==> config.mk <==
export PLATFORM = sky130hd
export DESIGN_NAME = vpw_link_ctrl
export DESIGN_NICKNAME = d
export VERILOG_FILES = /design/src/design/vpw_pkg.sv /design/src/design/vpw_link_ctrl.sv /design/src/design/vpw_pulse_timer.sv
export SDC_FILE = /design/constraint.sdc
export NUM_CORES = 1
export LEC_CHECK = 0
export BUFFER_PORTS_ARGS = -buffer_cell sky130_fd_sc_hd__buf_2
export CAP_MARGIN = 10
export CELL_PAD_IN_SITES_DETAIL_PLACEMENT = 0
export CELL_PAD_IN_SITES_GLOBAL_PLACEMENT = 1
export CORE_ASPECT_RATIO = 0.9
export CORE_MARGIN = 5
export CORE_UTILIZATION = 45
export DETAILED_ROUTE_END_ITERATION = 16
export PLACE_DENSITY = 0.77
export SLEW_MARGIN = 20
export SYNTH_ARGS = -nofsm -noshare
export SYNTH_HDL_FRONTEND = slang
export SYNTH_SLANG_ARGS = --single-unit
export TNS_END_PERCENT = 10
==> constraint.sdc <==
create_clock -name REF_CLK -period 2.29 [get_ports REF_CLK]
set_input_delay 0.1145 -clock REF_CLK [delete_from_list [all_inputs] [get_ports REF_CLK]]
set_output_delay 0.1145 -clock REF_CLK [all_outputs]
set_load 0.01 [all_outputs]
==> src/design/vpw_pkg.sv <==
// Package of constants and types for the pulse width link controller
package vpw_pkg;
   localparam int CLK_HZ = 20000000;
   localparam int SOF_US = 200;
   localparam int EOD_US = 200;
   localparam int THRESH_US = 96;
   localparam int IDLE_MIN_US = 280;
   localparam int SHORT_US = 64;
   localparam int LONG_US = 128;
   localparam int SOF_CYC = SOF_US * (CLK_HZ / 1000000);
   localparam int EOD_CYC = EOD_US * (CLK_HZ / 1000000);
   localparam int THRESH_CYC = THRESH_US * (CLK_HZ / 1000000);
   localparam int IDLE_CYC = IDLE_MIN_US * (CLK_HZ / 1000000);
   localparam int SHORT_CYC = SHORT_US * (CLK_HZ / 1000000);
   localparam int LONG_CYC = LONG_US * (CLK_HZ / 1000000);
   localparam int SOF_MIN_CYC = (SOF_CYC * 3) / 4;
   localparam int CNT_W = 14;
   localparam logic [CNT_W-1:0] CNT_MAX = 14'h3fff;
   localparam logic [CNT_W-1:0] CNT_ONE = 14'h0001;
   localparam logic [CNT_W-1:0] CNT_ZERO = 14'h0000;
   localparam logic [7:0] BYTE_ZERO = 8'h00;
   localparam logic [2:0] BIT_LAST = 3'h7;
   localparam logic [2:0] BIT_ZERO = 3'h0;
   // Margin for the receive synchroniser before a lost arbitration is judged
   localparam int LAG_CYC = 8;
   localparam logic [CNT_W-1:0] CW_SOF = CNT_W'(SOF_CYC);
   localparam logic [CNT_W-1:0] CW_EOD = CNT_W'(EOD_CYC);
   localparam logic [CNT_W-1:0] CW_SHORT = CNT_W'(SHORT_CYC);
   localparam logic [CNT_W-1:0] CW_LONG = CNT_W'(LONG_CYC);
   localparam logic [CNT_W-1:0] CW_LAG = CNT_W'(LAG_CYC);

   typedef struct packed {
      logic       valid;
      logic [7:0] data;
   } vpw_byte_type;

   typedef struct packed {
      logic sof;
      logic eod;
      logic lost;
   } vpw_event_type;
endpackage : vpw_pkg

==> src/design/vpw_link_ctrl.sv <==
// Controller that encodes and decodes pulse width frames on the transceiver pins
`timescale 1ns/1ps
`default_nettype none
module vpw_link_ctrl
(
   input wire logic REF_CLK,
   input wire logic NRST,
   input wire logic TX_START,
   input wire logic [7:0] TX_DATA,
   input wire logic LOOPBACK_REQ,
   input wire logic RX_PIN,
   output logic TX_PIN,
   output logic TX_ENABLE,
   output logic LOOP_SELECT,
   output logic TX_BUSY,
   output logic TX_LOST,
   output logic TX_DONE,
   output logic RX_VALID,
   output logic [7:0] RX_DATA,
   output logic RX_SOF,
   output logic RX_EOD
);
   typedef enum logic [2:0] {ST_IDLE, ST_SOF, ST_BIT, ST_EOD} vpw_state_type;

   logic edge_seen;
   logic level_before;
   logic [vpw_pkg::CNT_W-1:0] width;
   logic [vpw_pkg::CNT_W-1:0] rx_cnt;

   vpw_pulse_timer u_timer
   (
      .clk(REF_CLK),
      .nrst(NRST),
      .line_in(RX_PIN),
      .edge_seen(edge_seen),
      .level_before(level_before),
      .width(width),
      .count(rx_cnt)
   );

   // Receive side
   logic in_frame_reg, in_frame_next;
   logic [7:0] sh_reg, sh_next;
   logic [2:0] nb_reg, nb_next;
   vpw_pkg::vpw_byte_type rxb_reg, rxb_next;
   vpw_pkg::vpw_event_type ev_reg, ev_next;
   logic bus_idle;

   assign bus_idle = !level_before && (rx_cnt >= vpw_pkg::CNT_W'(vpw_pkg::IDLE_CYC));

   always_comb
   begin
      in_frame_next = in_frame_reg;
      sh_next = sh_reg;
      nb_next = nb_reg;
      rxb_next = '{valid: 1'b0, data: rxb_reg.data};
      ev_next = '{sof: 1'b0, eod: 1'b0, lost: 1'b0};
      if (edge_seen)
      begin
         if (level_before && width >= vpw_pkg::CNT_W'(vpw_pkg::SOF_MIN_CYC)
             && !in_frame_reg)
         begin
            in_frame_next = 1'b1;
            nb_next = vpw_pkg::BIT_ZERO;
            sh_next = vpw_pkg::BYTE_ZERO;
            ev_next.sof = 1'b1;
         end
         else if (in_frame_reg)
         begin
            // Long low or short high is zero, else one
            sh_next = {sh_reg[6:0],
                       (width >= vpw_pkg::CNT_W'(vpw_pkg::THRESH_CYC)) ^ !level_before};
            nb_next = nb_reg + 3'h1;
            if (nb_reg == vpw_pkg::BIT_LAST)
            begin
               rxb_next = '{valid: 1'b1, data: sh_next};
            end
         end
      end
      else if (in_frame_reg && !level_before
               && rx_cnt == vpw_pkg::CNT_W'(vpw_pkg::SOF_MIN_CYC))
      begin
         in_frame_next = 1'b0;
         ev_next.eod = 1'b1;
      end
   end

   always_ff @(posedge REF_CLK or negedge NRST)
   begin
      if (!NRST)
      begin
         in_frame_reg <= 1'b0;
         sh_reg <= vpw_pkg::BYTE_ZERO;
         nb_reg <= vpw_pkg::BIT_ZERO;
         rxb_reg <= '0;
         ev_reg <= '0;
      end
      else
      begin
         in_frame_reg <= in_frame_next;
         sh_reg <= sh_next;
         nb_reg <= nb_next;
         rxb_reg <= rxb_next;
         ev_reg <= ev_next;
      end
   end

   // Transmit side
   vpw_state_type st_reg, st_next;
   logic [vpw_pkg::CNT_W-1:0] tc_reg, tc_next;
   logic [7:0] td_reg, td_next;
   logic [2:0] tb_reg, tb_next;
   logic txp_reg, txp_next;
   logic lost_reg, lost_next;
   logic done_reg, done_next;
   logic en_reg, en_next;
   logic loop_reg, loop_next;
   logic busy_reg, busy_next;
   logic [vpw_pkg::CNT_W-1:0] sym_len;

   // Length of the next bit: a one is long high or short low
   assign sym_len = (td_reg[6] ^ txp_reg) ? vpw_pkg::CW_LONG : vpw_pkg::CW_SHORT;

   always_comb
   begin
      st_next = st_reg;
      tc_next = tc_reg;
      td_next = td_reg;
      tb_next = tb_reg;
      txp_next = txp_reg;
      lost_next = 1'b0;
      done_next = 1'b0;
      en_next = 1'b1;
      loop_next = LOOPBACK_REQ;
      unique case (st_reg)
         ST_IDLE:
         begin
            txp_next = 1'b0;
            if (TX_START && bus_idle)
            begin
               st_next = ST_SOF;
               txp_next = 1'b1;
               tc_next = vpw_pkg::CW_SOF;
               td_next = TX_DATA;
            end
         end
         ST_SOF:
         begin
            tc_next = tc_reg - vpw_pkg::CNT_ONE;
            if (tc_reg == vpw_pkg::CNT_ONE)
            begin
               st_next = ST_BIT;
               txp_next = 1'b0;
               tb_next = vpw_pkg::BIT_ZERO;
               tc_next = (td_reg[7]) ? vpw_pkg::CW_SHORT : vpw_pkg::CW_LONG;
            end
         end
         ST_BIT:
         begin
            tc_next = tc_reg - vpw_pkg::CNT_ONE;
            // Bus still high while we drive low with CW_SHORT - CW_LAG cycles of the symbol left: another node won
            if (!txp_reg && level_before && !edge_seen && !loop_reg
                && tc_reg == vpw_pkg::CW_SHORT - vpw_pkg::CW_LAG)
            begin
               st_next = ST_IDLE;
               txp_next = 1'b0;
               lost_next = 1'b1;
            end
            else if (tc_reg == vpw_pkg::CNT_ONE)
            begin
               if (tb_reg == vpw_pkg::BIT_LAST)
               begin
                  st_next = ST_EOD;
                  txp_next = 1'b0;
                  tc_next = vpw_pkg::CW_EOD;
               end
               else
               begin
                  tb_next = tb_reg + 3'h1;
                  td_next = {td_reg[6:0], 1'b0};
                  txp_next = !txp_reg;
                  tc_next = sym_len;
               end
            end
         end
         ST_EOD:
         begin
            tc_next = tc_reg - vpw_pkg::CNT_ONE;
            if (tc_reg == vpw_pkg::CNT_ONE)
            begin
               st_next = ST_IDLE;
               done_next = 1'b1;
            end
         end
         default:
         begin
            st_next = ST_IDLE;
            txp_next = 1'b0;
         end
      endcase
      busy_next = (st_next != ST_IDLE);
   end

   always_ff @(posedge REF_CLK or negedge NRST)
   begin
      if (!NRST)
      begin
         st_reg <= ST_IDLE;
         tc_reg <= vpw_pkg::CNT_ZERO;
         td_reg <= vpw_pkg::BYTE_ZERO;
         tb_reg <= vpw_pkg::BIT_ZERO;
         txp_reg <= 1'b0;
         lost_reg <= 1'b0;
         done_reg <= 1'b0;
         en_reg <= 1'b0;
         loop_reg <= 1'b0;
         busy_reg <= 1'b0;
      end
      else
      begin
         st_reg <= st_next;
         tc_reg <= tc_next;
         td_reg <= td_next;
         tb_reg <= tb_next;
         txp_reg <= txp_next;
         lost_reg <= lost_next;
         done_reg <= done_next;
         en_reg <= en_next;
         loop_reg <= loop_next;
         busy_reg <= busy_next;
      end
   end

   assign TX_PIN = txp_reg;
   assign TX_ENABLE = en_reg;
   assign LOOP_SELECT = loop_reg;
   assign TX_BUSY = busy_reg;
   assign TX_LOST = lost_reg;
   assign TX_DONE = done_reg;
   assign RX_VALID = rxb_reg.valid;
   assign RX_DATA = rxb_reg.data;
   assign RX_SOF = ev_reg.sof;
   assign RX_EOD = ev_reg.eod;

   a_sof_length : assert property (@(posedge REF_CLK) disable iff (!NRST)
      (st_reg == ST_IDLE && st_next == ST_SOF) |=> txp_reg [*8])
      else $error("start symbol too short");
   a_eod_low : assert property (@(posedge REF_CLK) disable iff (!NRST)
      (st_reg == ST_EOD) |-> !txp_reg)
      else $error("end symbol not low");
   a_idle_gate : assert property (@(posedge REF_CLK) disable iff (!NRST)
      $rose(TX_BUSY) |-> $past(bus_idle))
      else $error("started without idle window");
   a_lost_stops : assert property (@(posedge REF_CLK) disable iff (!NRST)
      lost_reg |-> (st_reg == ST_IDLE && !txp_reg))
      else $error("kept sending after loss");
   a_idle_low : assert property (@(posedge REF_CLK) disable iff (!NRST)
      $fell(TX_BUSY) |-> !TX_PIN)
      else $error("transmit left high");
   a_enable_held : assert property (@(posedge REF_CLK) disable iff (!NRST)
      $past(NRST) |=> TX_ENABLE)
      else $error("transmitter enable dropped");
   a_loop_follow : assert property (@(posedge REF_CLK) disable iff (!NRST)
      $changed(LOOPBACK_REQ) |=> (LOOP_SELECT == $past(LOOPBACK_REQ)))
      else $error("loopback select not following");
   a_byte_count : assert property (@(posedge REF_CLK) disable iff (!NRST)
      RX_VALID |-> in_frame_reg && nb_reg == vpw_pkg::BIT_ZERO)
      else $error("byte out of step");
   a_timer_restart : assert property (@(posedge REF_CLK) disable iff (!NRST)
      edge_seen |=> rx_cnt == vpw_pkg::CNT_ONE)
      else $error("width counter not restarted");
endmodule // vpw_link_ctrl
`default_nettype wire

==> src/design/vpw_pulse_timer.sv <==
// Pulse width timer restarted on every edge of a synchronised line
`timescale 1ns/1ps
`default_nettype none
module vpw_pulse_timer
(
   input wire logic clk,
   input wire logic nrst,
   input wire logic line_in,
   output logic edge_seen,
   output logic level_before,
   output logic [vpw_pkg::CNT_W-1:0] width,
   output logic [vpw_pkg::CNT_W-1:0] count
);
   logic s1_reg;
   logic s1_next;
   logic s2_reg;
   logic s2_next;
   logic prev_reg;
   logic prev_next;
   logic [vpw_pkg::CNT_W-1:0] cnt_reg;
   logic [vpw_pkg::CNT_W-1:0] cnt_next;

   always_comb
   begin
      s1_next = line_in;
      s2_next = s1_reg;
      prev_next = s2_reg;
      if (s2_reg != prev_reg)
      begin
         cnt_next = vpw_pkg::CNT_ONE;
      end
      else if (cnt_reg != vpw_pkg::CNT_MAX)
      begin
         cnt_next = cnt_reg + vpw_pkg::CNT_ONE;
      end
      else
      begin
         cnt_next = cnt_reg;
      end
   end

   always_ff @(posedge clk or negedge nrst)
   begin
      if (!nrst)
      begin
         s1_reg <= 1'b0;
         s2_reg <= 1'b0;
         prev_reg <= 1'b0;
         cnt_reg <= vpw_pkg::CNT_ZERO;
      end
      else
      begin
         s1_reg <= s1_next;
         s2_reg <= s2_next;
         prev_reg <= prev_next;
         cnt_reg <= cnt_next;
      end
   end

   assign edge_seen = (s2_reg != prev_reg);
   assign level_before = prev_reg;
   assign width = cnt_reg;
   assign count = cnt_reg;
endmodule // vpw_pulse_timer
`default_nettype wire

==> results.sh <==
export IMPL_outcome="finished, final reports clean"
export IMPL_ys_seq_area_share_pct=48.0
export IMPL_start_util_pct=46.7
export IMPL_post_cts_buffers=0
export IMPL_finalClockSkew_ps=8.25
export IMPL_syn_to_final_growth_pct=13.9
export IMPL_crit_chain="inv_1 > ha_1 > nand2_1 > or3_1 > or3_1 > a31oi_1 > nor2_1 > a211oi_1"
export IMPL_max_slew_margin_pct=39.1
export IMPL_synthTopCellsByArea="dfrtp_1 48%, nor2_1 4.8%, nand2_1 4.4%"
export IMPL_arrival_ps=2290
export IMPL_grt_first_pass_wirelength_microns=14100
export IMPL_cts_made_buffers=9
export IMPL_core_sq_um=8150
export IMPL_max_stage_delay_ps=450
export IMPL_drive_above_1_share_pct=18.0
export IMPL_n_antenna_cell=0
export IMPL_ir_drop_mv=0.433
export IMPL_cpMaxStageDelayCell="dfrtp_1"
export IMPL_yosys_warnings=0
export IMPL_grt_total_usage_pct=16.7
export IMPL_clock_latency_ps=340
export IMPL_firstDrtPassIters=4
export IMPL_hold_class="primary input to flop"
export IMPL_ant_nets=0
export IMPL_synth_area_leader_cell="dfrtp_1"
export IMPL_crit_fanout=7
export IMPL_drv_slew=0
export IMPL_synth_seq_cells=73
export IMPL_maxCapViolCount=0
export IMPL_routed_via_density=5.53
export IMPL_vias=3011
export IMPL_cts_resized=0
export IMPL_fin_ws_ps=244
export IMPL_cts_sinks=73
export IMPL_die_x_microns=107
export IMPL_cp_required_ps=2540
export IMPL_hold_viol=0
export IMPL_fillCellCount=771
export IMPL_synthArstFlopShare_pct=100
export IMPL_antenna_found_initial=0
export IMPL_cpMostUsedCell="or3_1"
export IMPL_finalSetupViolCount=0
export IMPL_grt_setup_unrepaired="no"
export IMPL_multiInputGateArea_sq_um=1840
export IMPL_r2r_slack_ps=240
export IMPL_startpoint_type="flop"
export IMPL_drc_errors=0
export IMPL_regArea_sq_um=1830
export IMPL_post_route_period_util_pct=89.3
export IMPL_wl_microns=8460
export IMPL_num_io_pins=30
export IMPL_synth_edf_count=0
export IMPL_rows=31
export IMPL_synth_top_area_share_pct=48.0
export IMPL_synthFlopType="dfrtp_1"
export IMPL_cts_tree="built"
export IMPL_min_period_ps=2050
export IMPL_synth_nets=419
export IMPL_leakage_uw=0.00195
export IMPL_p_per_area_nw_per_um2=608
export IMPL_grt_pass1_vias=2795
export IMPL_reg2regPathDepth=8
export IMPL_r2r_end="tc_reg[11]$_DFFE_PN0P_"
export IMPL_nNetsFinal=462
export IMPL_path_clk_slew_ps=90
export IMPL_place_congestion=0.875
export IMPL_fin_tns_setup_ps=0
export IMPL_dp_hpwl_microns=5960
export IMPL_yosysUniqueCellTypes=59
export IMPL_final_cells=544
export IMPL_place_ws_ps=283
export IMPL_hold_path_startpoint="TX_DATA[2]"
export IMPL_cts_htree_levels=3
export IMPL_worstSetupPathType="flop to flop"
export IMPL_r2r_start="tc_reg[0]$_DFFE_PN0P_"
export IMPL_avgSynthCellArea_sq_um=9.59
export IMPL_holdBufCountCts=5
export IMPL_fmax_mhz=489
export IMPL_cts_root_buf="clkbuf_8"
export IMPL_min_to="td_reg[2]$_DFFE_PN0P_"
export IMPL_synthesis_area_sq_um=3810
export IMPL_holdPathStages=3
export IMPL_die_y_microns=97.3
export IMPL_drtIter0Drc=237
export IMPL_grt_max_degree=74
export IMPL_port_buffers=29
export IMPL_worst_pin_slew_ps=914
export IMPL_wl_per_cell_microns=15.6
export IMPL_crit_path_end_kind="flop"
export IMPL_syn_inst=397
export IMPL_worstSetupStartpoint="tc_reg[0]$_DFFE_PN0P_"
export IMPL_place_inst=523
export IMPL_die_area_sq_um=10400
export IMPL_clock_path_buffers=2
export IMPL_grt_overflow=0
export IMPL_hold_ws_ps=22.3
## cells by family after synthesis
family | share of synthesized area, %
buffers and inverters | 3.71
AND/OR/NAND/NOR | 21.7
multiplexers | 3.48
adder cells (fa/ha/maj) | 2.96
flip-flops | 48.0
AO/OA/AOI/OAI | 16.3
XOR/XNOR | 3.65
other | 0.197
## stage by stage
step | cell area, sq um | total power [uW] | utilization [%]
2_1_floorplan | 3810 | 1540 | -
3_5_place_dp | 4090 | 1620 | 50.2
5_1_grt | 4340 | 2760 | 53.3
4_1_cts | 4340 | 2680 | 53.3
6_report | 4340 | 2640 | 53.3
3_3_place_gp | 4090 | 1620 | 50.2
## synthesized netlist by cell type (10+ instances only)
| library cell | number |
|---|---|
| nand4_1 | 10 |
| mux2_2 | 10 |
| a31oi_1 | 13 |
| a22o_1 | 11 |
| inv_1 | 15 |
| a21oi_1 | 13 |
| nor2_1 | 49 |
| dfrtp_1 | 73 |
| o21ai_0 | 26 |
| nand2_1 | 45 |
| nand3_1 | 16 |
## worst max path at each step
stage                     slack, ps                     end  cells past startpoint
final                           240  tc_reg[11]$_DFFE_PN0P_                      8
after global routing             80  tc_reg[11]$_DFFE_PN0P_                      6
after CTS                       250  tc_reg[11]$_DFFE_PN0P_                      8
after detailed placement        280  tc_reg[11]$_DFFE_PN0P_                      6
after global placement          330  tc_reg[11]$_DFFE_PN0P_                      8
after floorplan                 380  tc_reg[11]$_DFFE_PN0P_                      7
## layout by cell type, fill, tap and decap left out, types with 11 or more instances in the layout
cell type	netlist	layout
a21oi_1	13	13
a22o_1	11	11
a31oi_1	13	13
buf_2	5	28
buf_4	0	13
dfrtp_1	73	73
inv_1	15	15
nand2_1	45	45
nand3_1	16	16
nor2_1	49	49
o21ai_0	26	26
## final cells by class
cell class              instances  share of cell area [%]
multi-input cells             294                    42.4
flip-flops and latches         73                    42.1
repair buffers                 46                    6.63
clock buffers                   9                    2.86
well taps                      99                    2.86
clock inverters                 7                    1.76
inverters                      16                    1.38
## critical path: cells and delay by family, from the launching register on
kind | cells | cell delay [ps]
AOI/OAI and AO/OA | 2 | 390
and+or+nand+nor | 4 | 840
adders and majority gates | 1 | 170
DFF | 1 | 450
buffers and inverters | 1 | 110
## power by group
part / internal, uW / total (uW) / switching (uW)
Sequential: 1330 / 1400 / 62.2
Combinational: 78.7 / 201 / 123
Clock: 513 / 1040 / 524
## metal layers
layer  GRT usage [%]  share of wire [%]
met2            24.5                 45
met3            3.26                3.5
met4            5.70               0.67
met5               0                  0
met1            24.5                 51
Note: power is estimated with default switching activity, not from simulation.
